## src/verilog/pmrs_pkg.sv

```systemverilog
package pmrs_pkg;

  // ****************************************************************
  // clock and sequence timing
  // ****************************************************************
  localparam int CLK_PERIOD_NS = 4;
  localparam int NS_PER_US = 1000;
  // stabilization choices, in microseconds
  localparam int STAB0_US = 140;
  localparam int STAB1_US = 4500;
  localparam int STAB2_US = 18000;
  localparam int STAB3_US = 72000;
  localparam int STAB4_US = 288000;
  // least times, rounded up to whole cycles
  localparam int STAB0_CYCLES =
    (STAB0_US * NS_PER_US + CLK_PERIOD_NS - 1) / CLK_PERIOD_NS;
  localparam int STAB1_CYCLES =
    (STAB1_US * NS_PER_US + CLK_PERIOD_NS - 1) / CLK_PERIOD_NS;
  localparam int STAB2_CYCLES =
    (STAB2_US * NS_PER_US + CLK_PERIOD_NS - 1) / CLK_PERIOD_NS;
  localparam int STAB3_CYCLES =
    (STAB3_US * NS_PER_US + CLK_PERIOD_NS - 1) / CLK_PERIOD_NS;
  localparam int STAB4_CYCLES =
    (STAB4_US * NS_PER_US + CLK_PERIOD_NS - 1) / CLK_PERIOD_NS;
  localparam int OST_CYCLES = 16;
  localparam int WAKE_CYCLES = 16;
  localparam int CNT_W = 32;

  // ****************************************************************
  // register map
  // ****************************************************************
  localparam int ADDR_W = 8;
  localparam logic [7:0] ADDR_CTRL = 8'h00;
  localparam logic [7:0] ADDR_CFG = 8'h04;
  localparam logic [7:0] ADDR_STATUS = 8'h08;
  localparam logic [7:0] ADDR_INT_STAT = 8'h0c;
  localparam logic [7:0] ADDR_INT_EN = 8'h10;
  localparam logic [7:0] ADDR_INT_CLR = 8'h14;

  // control fields
  localparam int CTRL_SEL_HIGH = 0;
  localparam int CTRL_STOP_HOSC = 1;
  localparam int CTRL_OPMD_LO = 2;
  localparam int CTRL_TIMER0_ENABLE = 4;
  localparam int CTRL_TIMER1_ENABLE = 5;
  localparam int CTRL_WATCHDOG_ENABLE = 6;
  localparam int CTRL_MOD_LO = 8;
  localparam int MOD_EN_W = 4;
  localparam logic [31:0] CTRL_RST = 32'h0000_0040;
  localparam logic [31:0] CTRL_WMASK = 32'h0000_0f73;
  localparam logic [1:0] OPMD_HALT = 2'h1;
  localparam logic [1:0] OPMD_STANDBY = 2'h2;

  // configuration fields
  localparam int CFG_STAB_LO = 0;
  localparam int CFG_STARTUP_HIGH = 3;
  localparam int CFG_WDT_OPT = 4;
  localparam int CFG_WDT_RESET = 5;
  localparam logic [31:0] CFG_RST = 32'h0000_0038;
  localparam logic [31:0] CFG_WMASK = 32'h0000_003f;

  // status fields and mode codes
  localparam int STAT_MODE_LO = 0;
  localparam int STAT_IN_RESET = 2;
  localparam int STAT_PD_N = 3;
  localparam int STAT_TO_N = 4;
  localparam int STAT_CAUSE_LO = 5;
  localparam logic [1:0] MODE_NORMAL = 2'h0;
  localparam logic [1:0] MODE_SLOW = 2'h1;
  localparam logic [1:0] MODE_STANDBY = 2'h2;
  localparam logic [1:0] MODE_HALT = 2'h3;

  // interrupt bits
  localparam int INT_WAKE = 0;
  localparam int INT_RST_DONE = 1;
  localparam int INT_WDT = 2;
  localparam int INT_W = 3;

  typedef enum logic [2:0] {
    S_RESET, S_STAB, S_OST, S_NORMAL, S_SLOW, S_STANDBY, S_HALT, S_WAKE
  } pmrs_state_t;

endpackage : pmrs_pkg

```

## src/verilog/pmrs_sync2.sv

```systemverilog
`timescale 1ns/1ps
module pmrs_sync2 #(
  parameter int W = 1,
  parameter logic [W-1:0] RST_VAL = '0
) (
  input wire logic clock_i,
  input wire logic nrst_i,
  input wire logic [W-1:0] async_i,
  output logic [W-1:0] sync_o
);

  // ****************************************************************
  // two flip-flop synchroniser, one per bit
  // ****************************************************************
  genvar gi;
  generate
    for (gi = 0; gi < W; gi++) begin : g_bit
      logic meta_reg;
      logic sync_reg;
      // first stage feeds only the second stage
      always_ff @(posedge clock_i or negedge nrst_i) begin
        if (!nrst_i) begin
          meta_reg <= RST_VAL[gi];
          sync_reg <= RST_VAL[gi];
        end else begin
          meta_reg <= async_i[gi];
          sync_reg <= meta_reg;
        end
      end
      assign sync_o[gi] = sync_reg;
    end
  endgenerate

endmodule : pmrs_sync2

```

## src/verilog/pmrs_sequencer.sv

```systemverilog
// The AHB-Lite interface to the registers and the address map were decided locally.
`timescale 1ns/1ps
// Overview of operation
// - Power-on, low voltage, reset pin low or watchdog timeout enters reset.
// - Reset loads registers with defined values; undefined ones keep contents.
// - Power-on or low-voltage reset sets both status flags to one.
// - Pin reset keeps flags outside halt; from halt sets both to one.
// - Watchdog reset outside halt: timeout flag zero, powerdown flag one.
// - Watchdog reset in halt clears both flags to zero.
// - Halt instruction clears powerdown flag and sets timeout flag.
// - Watchdog clear instruction sets both flags to one.
// - Sequence starts only after every reset cause has been released.
// - Wait selectable stabilization time: 140u, 4.5m, 18m, 72m, 288m.
// - Then count 16 oscillator cycles before the sequence completes.
// - Start in normal or slow mode by startup clock setting.
// - Oscillator enables follow mode; halt stops both oscillators.
// - Execute in normal and slow; timers, modules off in halt.
// - Watchdog runs by option and enable bit in every mode.
// - Standby and halt each wake only on their own source sets.
// - Halt wake-up waits 16 oscillator cycles; standby wake is immediate.
module pmrs_sequencer #(
  parameter int STAB0_CYCLES = pmrs_pkg::STAB0_CYCLES,
  parameter int STAB1_CYCLES = pmrs_pkg::STAB1_CYCLES,
  parameter int STAB2_CYCLES = pmrs_pkg::STAB2_CYCLES,
  parameter int STAB3_CYCLES = pmrs_pkg::STAB3_CYCLES,
  parameter int STAB4_CYCLES = pmrs_pkg::STAB4_CYCLES
) (
  input wire logic clock_i,
  input wire logic nrst_i,
  // ahb-lite slave
  input wire logic hsel_i,
  input wire logic [31:0] haddr_i,
  input wire logic [1:0] htrans_i,
  input wire logic hwrite_i,
  input wire logic [2:0] hsize_i,
  input wire logic [31:0] hwdata_i,
  input wire logic hready_i,
  output logic [31:0] hrdata_o,
  output logic hreadyout_o,
  output logic hresp_o,
  // reset sources and wake events
  input wire logic por_i,
  input wire logic low_voltage_reset_event_i,
  input wire logic reset_pin_n_i,
  input wire logic wdt_timeout_i,
  input wire logic timer0_overflow_i,
  input wire logic timer1_underflow_i,
  input wire logic portb_change_i,
  input wire logic ext_int_i,
  input wire logic low_voltage_detect_event_i,
  // core instruction strobes
  input wire logic halt_instruction_i,
  input wire logic watchdog_clear_instruction_i,
  // gating outputs
  output logic sys_reset_n_o,
  output logic exec_en_o,
  output logic high_osc_en_o,
  output logic low_osc_en_o,
  output logic timer0_run_o,
  output logic timer1_run_o,
  output logic [pmrs_pkg::MOD_EN_W-1:0] module_en_o,
  output logic watchdog_run_o,
  output logic timeout_flag_n_o,
  output logic powerdown_flag_n_o,
  output logic irq_o
);
  import pmrs_pkg::*;

  // ****************************************************************
  // declarations
  // ****************************************************************
  pmrs_state_t state_reg;
  logic [CNT_W-1:0] cnt_reg;
  logic [31:0] ctrl_reg;
  logic [31:0] cfg_reg;
  logic [2:0] cause_reg;
  logic timeout_flag_n_reg;
  logic powerdown_flag_n_reg;
  logic [INT_W-1:0] int_stat_reg;
  logic [INT_W-1:0] int_en_reg;
  logic dph_wr_reg;
  logic [ADDR_W-1:0] dph_addr_reg;
  logic [31:0] hrdata_reg;
  logic [5:0] sync_w;
  logic por_s, lvr_s, pin_n_s, portb_s, ext_s, lvd_s;
  logic wdt_rst, cause_any, in_seq, run_mode, in_halt;
  logic halt_req, standby_req, wake_standby, wake_halt, wake_evt;
  logic ost_done, sel_high;
  logic [CNT_W-1:0] stab_last;
  logic [1:0] opmd_cmd;
  logic [1:0] mode_code;
  logic bus_take;
  logic wr_ctrl, wr_cfg, wr_int_en, wr_int_clr;
  logic [INT_W-1:0] int_set;
  logic [31:0] rd_word;

  // ****************************************************************
  // pin synchronisers
  // ****************************************************************
  pmrs_sync2 #(.W(6), .RST_VAL(6'h04)) u_sync (
    .clock_i(clock_i),
    .nrst_i(nrst_i),
    .async_i({low_voltage_detect_event_i, ext_int_i, portb_change_i,
              reset_pin_n_i, low_voltage_reset_event_i, por_i}),
    .sync_o(sync_w)
  );
  assign por_s = sync_w[0];
  assign lvr_s = sync_w[1];
  assign pin_n_s = sync_w[2];
  assign portb_s = sync_w[3];
  assign ext_s = sync_w[4];
  assign lvd_s = sync_w[5];

  // ****************************************************************
  // reset causes, mode requests and wake sources
  // ****************************************************************
  // watchdog timeout is a reset only when configured so
  assign wdt_rst = wdt_timeout_i & cfg_reg[CFG_WDT_RESET];
  assign cause_any = por_s | lvr_s | ~pin_n_s | wdt_rst;
  assign in_seq = (state_reg == S_RESET) | (state_reg == S_STAB)
                | (state_reg == S_OST);
  assign run_mode = (state_reg == S_NORMAL) | (state_reg == S_SLOW);
  assign in_halt = (state_reg == S_HALT) | (state_reg == S_WAKE);
  assign sel_high = ctrl_reg[CTRL_SEL_HIGH];
  assign opmd_cmd = wr_ctrl ? hwdata_i[CTRL_OPMD_LO +: 2] : 2'h0;
  assign halt_req = run_mode
                  & (halt_instruction_i | (opmd_cmd == OPMD_HALT));
  assign standby_req = run_mode & (opmd_cmd == OPMD_STANDBY);
  // standby keeps timers and supply detect alive, halt does not
  assign wake_standby = timer0_overflow_i | timer1_underflow_i
                      | wdt_timeout_i | portb_s | ext_s | lvd_s;
  assign wake_halt = wdt_timeout_i | portb_s | ext_s;
  assign wake_evt = ~cause_any
                  & (((state_reg == S_STANDBY) & wake_standby)
                  | ((state_reg == S_HALT) & wake_halt));
  assign ost_done = (state_reg == S_OST) & ~cause_any
                  & (cnt_reg == CNT_W'(OST_CYCLES - 1));

  // stabilization length picked by the configuration word
  always_comb begin
    case (cfg_reg[CFG_STAB_LO +: 3])
      3'h0: stab_last = CNT_W'(STAB0_CYCLES - 1);
      3'h1: stab_last = CNT_W'(STAB1_CYCLES - 1);
      3'h2: stab_last = CNT_W'(STAB2_CYCLES - 1);
      3'h3: stab_last = CNT_W'(STAB3_CYCLES - 1);
      default: stab_last = CNT_W'(STAB4_CYCLES - 1);
    endcase
  end

  // ****************************************************************
  // mode and reset sequence state machine
  // ****************************************************************
  // any live cause pins the machine in reset until it is released
  always_ff @(posedge clock_i or negedge nrst_i) begin
    if (!nrst_i) begin
      state_reg <= S_RESET;
      cnt_reg <= '0;
    end else if (cause_any) begin
      state_reg <= S_RESET;
      cnt_reg <= '0;
    end else begin
      case (state_reg)
        S_RESET: begin
          state_reg <= S_STAB;
          cnt_reg <= '0;
        end
        S_STAB: begin
          if (cnt_reg == stab_last) begin
            state_reg <= S_OST;
            cnt_reg <= '0;
          end else begin
            cnt_reg <= cnt_reg + 1'b1;
          end
        end
        S_OST: begin
          if (ost_done) begin
            cnt_reg <= '0;
            if (cfg_reg[CFG_STARTUP_HIGH]) begin
              state_reg <= S_NORMAL;
            end else begin
              state_reg <= S_SLOW;
            end
          end else begin
            cnt_reg <= cnt_reg + 1'b1;
          end
        end
        S_NORMAL, S_SLOW: begin
          if (halt_req) begin
            state_reg <= S_HALT;
          end else if (standby_req) begin
            state_reg <= S_STANDBY;
          end else begin
            state_reg <= sel_high ? S_NORMAL : S_SLOW;
          end
        end
        S_STANDBY: begin
          if (wake_standby) begin
            state_reg <= sel_high ? S_NORMAL : S_SLOW;
          end
        end
        S_HALT: begin
          if (wake_halt) begin
            state_reg <= S_WAKE;
            cnt_reg <= '0;
          end
        end
        S_WAKE: begin
          if (cnt_reg == CNT_W'(WAKE_CYCLES - 1)) begin
            state_reg <= sel_high ? S_NORMAL : S_SLOW;
            cnt_reg <= '0;
          end else begin
            cnt_reg <= cnt_reg + 1'b1;
          end
        end
        default: begin
          state_reg <= S_RESET;
          cnt_reg <= '0;
        end
      endcase
    end
  end

  // ****************************************************************
  // timeout and powerdown flags
  // ****************************************************************
  // supply resets win, then watchdog, then pin, then instructions
  always_ff @(posedge clock_i or negedge nrst_i) begin
    if (!nrst_i) begin
      timeout_flag_n_reg <= 1'b1;
      powerdown_flag_n_reg <= 1'b1;
    end else if (por_s | lvr_s) begin
      timeout_flag_n_reg <= 1'b1;
      powerdown_flag_n_reg <= 1'b1;
    end else if (wdt_rst & (state_reg != S_RESET)) begin
      timeout_flag_n_reg <= 1'b0;
      powerdown_flag_n_reg <= ~in_halt;
    end else if (~pin_n_s & (state_reg != S_RESET) & in_halt) begin
      timeout_flag_n_reg <= 1'b1;
      powerdown_flag_n_reg <= 1'b1;
    end else if (~cause_any & halt_req) begin
      timeout_flag_n_reg <= 1'b1;
      powerdown_flag_n_reg <= 1'b0;
    end else if (~cause_any & run_mode & watchdog_clear_instruction_i) begin
      timeout_flag_n_reg <= 1'b1;
      powerdown_flag_n_reg <= 1'b1;
    end
  end

  // last reset cause, kept across the sequence
  always_ff @(posedge clock_i or negedge nrst_i) begin
    if (!nrst_i) begin
      cause_reg <= 3'h1;
    end else if (cause_any & (state_reg != S_RESET)) begin
      cause_reg <= {wdt_rst, ~pin_n_s, por_s | lvr_s};
    end
  end

  // ****************************************************************
  // ahb-lite slave, zero wait states
  // ****************************************************************
  assign bus_take = hsel_i & htrans_i[1] & hready_i;
  assign hreadyout_o = 1'b1;
  assign hresp_o = 1'b0;
  assign hrdata_o = hrdata_reg;
  assign wr_ctrl = dph_wr_reg & (dph_addr_reg == ADDR_CTRL);
  assign wr_cfg = dph_wr_reg & (dph_addr_reg == ADDR_CFG);
  assign wr_int_en = dph_wr_reg & (dph_addr_reg == ADDR_INT_EN);
  assign wr_int_clr = dph_wr_reg & (dph_addr_reg == ADDR_INT_CLR);

  // read mux, unmapped and write-only words read zero
  always_comb begin
    rd_word = 32'h0;
    case (haddr_i[ADDR_W-1:0])
      ADDR_CTRL: rd_word = ctrl_reg;
      ADDR_CFG: rd_word = cfg_reg;
      ADDR_STATUS: begin
        rd_word[STAT_MODE_LO +: 2] = mode_code;
        rd_word[STAT_IN_RESET] = in_seq;
        rd_word[STAT_PD_N] = powerdown_flag_n_reg;
        rd_word[STAT_TO_N] = timeout_flag_n_reg;
        rd_word[STAT_CAUSE_LO +: 3] = cause_reg;
      end
      ADDR_INT_STAT: rd_word[INT_W-1:0] = int_stat_reg;
      ADDR_INT_EN: rd_word[INT_W-1:0] = int_en_reg;
      default: rd_word = 32'h0;
    endcase
  end

  // address phase capture; read data sampled at the address phase
  always_ff @(posedge clock_i or negedge nrst_i) begin
    if (!nrst_i) begin
      dph_wr_reg <= 1'b0;
      dph_addr_reg <= '0;
      hrdata_reg <= 32'h0;
    end else begin
      dph_wr_reg <= bus_take & hwrite_i;
      dph_addr_reg <= haddr_i[ADDR_W-1:0];
      if (bus_take & ~hwrite_i) begin
        hrdata_reg <= rd_word;
      end
    end
  end

  // control word: reloaded during reset, startup clock at completion
  always_ff @(posedge clock_i or negedge nrst_i) begin
    if (!nrst_i) begin
      ctrl_reg <= CTRL_RST;
    end else if (state_reg == S_RESET) begin
      ctrl_reg <= CTRL_RST;
    end else if (ost_done) begin
      ctrl_reg[CTRL_SEL_HIGH] <= cfg_reg[CFG_STARTUP_HIGH];
    end else if (wr_ctrl) begin
      ctrl_reg <= hwdata_i & CTRL_WMASK;
    end
  end

  // configuration survives device resets, like option words
  always_ff @(posedge clock_i or negedge nrst_i) begin
    if (!nrst_i) begin
      cfg_reg <= CFG_RST;
    end else if (wr_cfg) begin
      cfg_reg <= hwdata_i & CFG_WMASK;
    end
  end

  // ****************************************************************
  // interrupts: sticky status, set wins over clear
  // ****************************************************************
  assign int_set = {wdt_timeout_i, ost_done, wake_evt};
  always_ff @(posedge clock_i or negedge nrst_i) begin
    if (!nrst_i) begin
      int_stat_reg <= '0;
      int_en_reg <= '0;
    end else begin
      int_stat_reg <= (int_stat_reg
                    & ~(wr_int_clr ? hwdata_i[INT_W-1:0] : '0)) | int_set;
      if (wr_int_en) begin
        int_en_reg <= hwdata_i[INT_W-1:0];
      end
    end
  end
  assign irq_o = |(int_stat_reg & int_en_reg);

  // ****************************************************************
  // gating outputs
  // ****************************************************************
  always_comb begin
    case (state_reg)
      S_SLOW: mode_code = MODE_SLOW;
      S_STANDBY: mode_code = MODE_STANDBY;
      S_HALT, S_WAKE: mode_code = MODE_HALT;
      default: mode_code = MODE_NORMAL;
    endcase
  end
  assign sys_reset_n_o = ~in_seq;
  assign exec_en_o = run_mode;
  // high oscillator obeys stop bit in slow and standby only
  assign high_osc_en_o = (state_reg == S_HALT) ? 1'b0
                       : ((state_reg == S_SLOW) | (state_reg == S_STANDBY))
                       ? ~ctrl_reg[CTRL_STOP_HOSC] : 1'b1;
  assign low_osc_en_o = (state_reg != S_HALT);
  assign timer0_run_o = ctrl_reg[CTRL_TIMER0_ENABLE] & ~in_halt & ~in_seq;
  assign timer1_run_o = ctrl_reg[CTRL_TIMER1_ENABLE] & ~in_halt & ~in_seq;
  assign module_en_o = (in_halt | in_seq) ? '0
                     : ctrl_reg[CTRL_MOD_LO +: MOD_EN_W];
  assign watchdog_run_o = cfg_reg[CFG_WDT_OPT]
                        & ctrl_reg[CTRL_WATCHDOG_ENABLE];
  assign timeout_flag_n_o = timeout_flag_n_reg;
  assign powerdown_flag_n_o = powerdown_flag_n_reg;
endmodule : pmrs_sequencer

```

## config.mk

```make
export PLATFORM = sky130hd
export DESIGN_NAME = pmrs_sequencer
export DESIGN_NICKNAME = d
export VERILOG_FILES = /design/src/verilog/pmrs_pkg.sv /design/src/verilog/pmrs_sync2.sv /design/src/verilog/pmrs_sequencer.sv
export SDC_FILE = /design/constraint.sdc
export NUM_CORES = 1
export LEC_CHECK = 0
export BUFFER_PORTS_ARGS = -buffer_cell sky130_fd_sc_hd__buf_4
export CAP_MARGIN = 20
export CORE_AREA = 4 4 111 113
export CTS_CLUSTER_SIZE = 14
export DETAILED_ROUTE_END_ITERATION = 10
export DIE_AREA = 0 0 115 117
export PLACE_DENSITY_LB_ADDON = 0.25
export SLEW_MARGIN = 5
export SYNTH_ARGS = -nofsm -noshare
export SYNTH_HDL_FRONTEND = slang
export SYNTH_HIERARCHICAL = 1
export SYNTH_SLANG_ARGS = --single-unit
```

## constraint.sdc

```tcl
create_clock -name clock_i -period 5.6 [get_ports clock_i]
set_input_delay 0 -clock clock_i [delete_from_list [all_inputs] [get_ports clock_i]]
set_output_delay 0 -clock clock_i [all_outputs]
set_load 0.05 [all_outputs]
```

==> Word-level counts from Yosys, hierarchy flattened <==
Index checks and enable logic that the tools add are counted.
{ "op_classes": {"addsub": 1, "n_eq_ne": 28, "n_mux": 40, "bitwise": 56, "n_reduce_logical": 15} }
{ "ops": {"columns": ["cell", "n"], "rows": [
  ["32-bit 2-to-1 mux", 7],
  ["32-bit case mux with 5 select lines", 1],
  ["27-bit case mux with 4 select lines", 1],
  ["3-bit 2-to-1 mux", 11],
  ["32-bit by 1-bit adder with 32-bit output, second input constant", 1],
  ["32-bit == test", 1],
  ["32-bit by 4-bit == test with 1-bit output, second input constant", 1],
  ["31-bit 2-to-1 mux", 1],
  ["1-bit AND", 28],
  ["8-bit by 5-bit == test with 1-bit output, second input constant", 3],
  ["24-bit 2-to-1 mux", 1],
  ["3-bit case mux with 7 select lines", 1],
  ["1-bit bitwise OR", 18],
  ["8-bit by 3-bit == test with 1-bit output, second input constant", 2],
  ["8-bit by 4-bit == test with 1-bit output, second input constant", 2],
  ["8-bit logical NOT", 2],
  ["3-bit case mux with 5 select lines", 1],
  ["5-bit case mux with 3 select lines", 1],
  ["3-bit by 2-bit == test with 1-bit output, second input constant", 4],
  ["3-bit == test, second input constant", 4],
  ["1-bit 2-to-1 mux", 12],
  ["3-bit != test, second input constant", 4],
  ["3-bit AND", 2],
  ["3-bit by 1-bit == test with 1-bit output, second input constant", 2],
  ["19 further kinds", 29]
]} }
{ "word_totals": {"reg_bits": 137, "output_inout_bits": 48, "elab_cells": 165} }

==> Depth between registers and ports, before layout <==
{ "logic_depth": {"ltp_word": 11, "depth_mapped": 11} }

==> Cells and area by module <==
The synthesis kept the hierarchy.
{ "modules_own_cells": {"columns": ["mod", "n_inst", "cells_per_inst", "area_each_um2"], "rows": [
  ["pmrs_sequencer", 1, 557, 4988.5],
  ["pmrs_sync2", 1, 18, 347.8]
]} }

==> Worst setup path before layout <==
Ideal clock, no wire load.
{ "synth_path": {"kind": "reg2reg", "startpoint": "reg state_reg[1]", "endpoint": "reg state_reg[0]", "setup_ps": 72, "t_arrival_ps": 2428, "setup_slack_ps": 3100, "path_stages_with_launch": 8, "n_path_buf": 1, "path_cell_list": "dfrtp_1 buf_2 nand2_1 o21ai_0 and4_1 a21oi_1 o311a_1 nor2_1"} }
{ "synth_via": {"elab_chain_len": 7} }
{ "synth_lines": {"columns": ["element", "line_no", "rtl"], "rows": [
  ["from (decl)", "pmrs_sequencer.sv:72", "pmrs_state_t state_reg;"],
  ["from (signal assigned)", "pmrs_sequencer.sv:193", "state_reg <= sel_high ? S_NORMAL : S_SLOW;"],
  ["from (signal assigned)", "pmrs_sequencer.sv:198", "state_reg <= sel_high ? S_NORMAL : S_SLOW;"],
  ["from (signal assigned)", "pmrs_sequencer.sv:209", "state_reg <= sel_high ? S_NORMAL : S_SLOW;"],
  ["3-bit by 2-bit == test with 1-bit output / 3-bit == test (equally long branches)", "pmrs_sequencer.sv:122", "assign run_mode = (state_reg == S_NORMAL) | (state_reg == S_SLOW);"],
  ["1-bit bitwise OR *", "pmrs_sequencer.sv:122", null],
  ["via exec_en_o", "pmrs_sequencer.sv:56", "output logic exec_en_o,"],
  ["1-bit AND", "pmrs_sequencer.sv:128", "assign standby_req = run_mode & (opmd_cmd == OPMD_STANDBY);"],
  ["3-bit 2-to-1 mux", "pmrs_sequencer.sv:190", "end else if (standby_req) begin"],
  ["3-bit 2-to-1 mux *", "pmrs_sequencer.sv:188", "if (halt_req) begin"],
  ["3-bit case mux with 7 select lines *", "pmrs_sequencer.sv:162", "case (state_reg)"],
  ["3-bit 2-to-1 mux *", "pmrs_sequencer.sv:158", "end else if (cause_any) begin"]
]} }
Mark *: on every way through the listed nets, which the timed path passes. The rest lies on a longest branch.
A chain may end at the register's enable or synchronous reset.

==> Final worst setup path <==
{ "layout_path": {"startpoint": "reg cfg_reg[1]", "endpoint": "reg cnt_reg[13]"} }
{ "layout_via": {"elab_chain_len": 6} }
{ "layout_lines": {"columns": ["element", "line_no", "rtl"], "rows": [
  ["from (decl)", "pmrs_sequencer.sv:75", "logic [31:0] cfg_reg;"],
  ["from (signal assigned)", "pmrs_sequencer.sv:322", "cfg_reg <= hwdata_i & CFG_WMASK;"],
  ["3-bit by 2-bit == test with 1-bit output (tied with other cells)", "pmrs_sequencer.sv:141", "case (cfg_reg[CFG_STAB_LO +: 3])"],
  ["27-bit case mux with 4 select lines *", "pmrs_sequencer.sv:141", null],
  ["32-bit == test *", "pmrs_sequencer.sv:168", "if (cnt_reg == stab_last) begin"],
  ["32-bit 2-to-1 mux *", "pmrs_sequencer.sv:168", null],
  ["32-bit case mux with 5 select lines *", "pmrs_sequencer.sv:162", null],
  ["32-bit 2-to-1 mux *", "pmrs_sequencer.sv:158", null],
  ["to (signal assigned)", "pmrs_sequencer.sv:172", "cnt_reg <= cnt_reg + 1'b1;"],
  ["to (signal assigned)", "pmrs_sequencer.sv:184", "cnt_reg <= cnt_reg + 1'b1;"],
  ["to (signal assigned)", "pmrs_sequencer.sv:212", "cnt_reg <= cnt_reg + 1'b1;"],
  ["to (decl)", "pmrs_sequencer.sv:73", "logic [CNT_W-1:0] cnt_reg;"]
]} }
Every way passes the cells marked *; elsewhere a longest branch is shown, timed or not.

==> impl_results.md <==
* Die outline height at 117 um
* I/O pin count at 133
* Outcome: finished, final reports clean
* Die Area at 13,460 um2
* Layout area overhead at 18.55%
* Final hold violation count at 0
* Worst endpoint required time at 5.84 ns
* Layout cells sized above 1 at 17.11%
* Global Route Usage Sum at between 10% and 20%
* Vias in the first global route at between 4,000 and 5,000
* Int Power at 1.153 mW
* Initial Util at 47.14%
* Sequential share of power at 47.0%
* Register area share after synthesis at between 40 and 50%
* Setup ws final at between 2 and 3 ns
* Core area at between 10,000 and 15,000 um2
* Pre-antenna DRT Iters at 5
* Crit start category: register
* Vias per cell at 5.700
* CTS tree: yes
* DR iter-0 viols at about 350
* Hold_buf cts at 29
* Syn Std Cell Area at 5336 um2
* Post-route total power at 1.519 mW
* Post-synth EDFFs at 0
* Fmax at 0.3392 GHz
* Chip Width at 115 um
* Clock sink count at between 90 and 100
* Row Count at 39
* Final setup viols at 0
* Syn Inst Count at 575
* Post-DRT Antenna Nets at 0
* Complex-gate fraction of the synthesized area at between 15 and 20%
* Worst-Skew Late Latency at about 0.35 ns
* Yosys warns at 6
* Filler Cells Inserted at 1,044
* Final Cycle Share at a little over half
* LEAKAGE at 2.811 nW
* HP Class: input pin to register
* Logic pwr share at 9.2%
* Largest register FFs at 32
* Leading cell types in the layout, fill and taps excluded: 85 x dfrtp_1, 67 x nand2_1, 62 x buf_4, 32 x nor2_1, 32 x o21ai_0
* Gp weighted congestion at 0.8701
* Worst rel slew slack at 33.08%
* Dpl hpwl at 8.909 mm
* PortBufs at 61
* Clock root buffer master: clkbuf_16
* Dpl ws at 2.383 ns
* Net Switching at approximately 370 uW
* Post-synthesis simple-gate area fraction at 23.87%
* Antenna violations before repair at 0
* Setup TNS at 0 ns
* Commonest non-fill, non-tap cell in the layout: dfrtp_1
* Tightest Pin Transition at ~1 ns
* Fin crit period at 2.948 ns
* CP Capture Type: register
* Post-detailed-routing wire length at 12.72 mm
* Largest family of logic cells by synthesized area: simple AND/OR/NAND/NOR gates
* Syn avg cell area at slightly above 9 um2
* Clk slew on worst S/H paths at 0.06 ns
* Cell Count, Final, Fillers Out at around 790
* PD cells at 240.2 nW/um2
* Net Sw Frac at about 24%
* Post-Place Cells at ~740
* Global-route wire length before repair at 20.73 mm
* WL/cell at 16.19 um
* Max Cap Viol at 0
* CP max FO at 38
* TritonCTS Buffers at 9
* CTS Buffer Depth at 2
* Yosys cell types at 68
* # diodes at 0
* Pin count of the biggest net entering global routing at 54
* Hold slack final at about 0.084 ns
* Resize count post-CTS at 0
* Htree depth at 3
* WP data arrival at 3.19 ns
* Layout Nets at 724
* Worst VDD drop at between 0.15 and 0.2 mV
* Post-Route Skew at 0.008561 ns
* Synth Flop Type: dfrtp_1
* Adder-cell area share of the yosys netlist at less than 1%
* Asr flop ratio synth at 100.0%
* Slew Viols, Final at 0
* RSZ-0062 raised after global routing: no
* Mux contribution to synthesized area at 4.361%
* Postcts setup bufs at 0
* #FFs+latches synth at 94
* Synth Area in XOR/XNOR at around 1.8%
* Critical path class: register to register
* Clk pwr share at 43.9%
* Overflow after GRT at 0
* DR vias at 4,480
* DRC at 0
cells in the mapped netlist, types with 13 or more instances:
cell,n,area share (%)
a21o_1,14,2.0
a21oi_1,16,1.5
and3_1,14,1.6
buf_4,31,4.4
clkbuf_1,19,1.3
dfrtp_1,85,40
inv_1,13,0.91
nand2_1,67,4.7
nand3_1,19,1.8
nor2_1,32,2.3
o21ai_0,33,3.1
or3_1,15,1.8
logic make-up after synthesis:
logic type,after synthesis
adders and majority gates,1
other,2
DFF,94
xor gates and xnor gates,11
muxes,22
AOI/OAI and AO/OA,136
and+or+nand+nor,235
buffers and inverters,74
power by group through the flow:
stage	registers [mW]	logic, mW	clock network (mW)
2_1_floorplan	0.718	0.0943	0
3_3_place_gp	0.725	0.120	0
3_5_place_dp	0.726	0.122	0
4_1_cts	0.714	0.139	0.686
5_1_grt	0.716	0.153	0.709
6_report	0.714	0.139	0.666
critical path: stages (launching register included):
cell and delay [ns]:
dfrtp_1 0.71, xnor2_1 0.12, or4_1 0.42, a221oi_2 0.32
nand4_1 0.20, a21oi_4 0.45, buf_16 0.23, nor3_1 0.07
a211o_1 0.27
stage by stage:
| stage | utilization (%) | cell area, um2 |
|---|---|---|
| after floorplan | - | 5411 |
| after global placement | 50.17 | 5679 |
| after detailed placement | 50.17 | 5679 |
| after CTS | 55.59 | 6294 |
| after global routing | 55.88 | 6326 |
| final | 55.88 | 6326 |
routing by layer:
layer / GRT usage (%) / routed length, um
met2: 31.91 / 6241
met5: 0 / 0
met1: 25.59 / 5554
met3: 4.267 / 721
met4: 7.042 / 206
final timing paths:
path / cells past startpoint / slack [ns] / to / startpoint
worst max-delay path: 8 / 2.65 / cnt_reg[13] / cfg_reg[1]
worst min-delay path: 4 / 0.08 / powerdown_flag_n_o / watchdog_clear_instruction_i
worst max register to register: 8 / 2.65 / cnt_reg[13] / cfg_reg[1]
worst min register to register: 0 / 0.35 / u_sync/g_bit[1].sync_reg / u_sync/g_bit[1].meta_reg
max in group asynchronous: 3 / 4.37 / u_sync/g_bit[3].sync_reg / nrst_i
min in group asynchronous: 2 / 0.16 / dph_addr_reg[7] / nrst_i
final cells by class:
type / instances / area, um2 / area share [%]
Multi-Input combinational cell: 427 / 2623 / 41.46
Sequential cell: 94 / 2364 / 37.36
Timing Repair Buffer: 93 / 788.3 / 12.46
Clock buffer: 11 / 242.7 / 3.837
Tap cell: 143 / 178.9 / 2.828
Clock inverter: 5 / 81.33 / 1.286
Inverter: 13 / 48.80 / 0.7714
(Power assumes the default switching activity.)
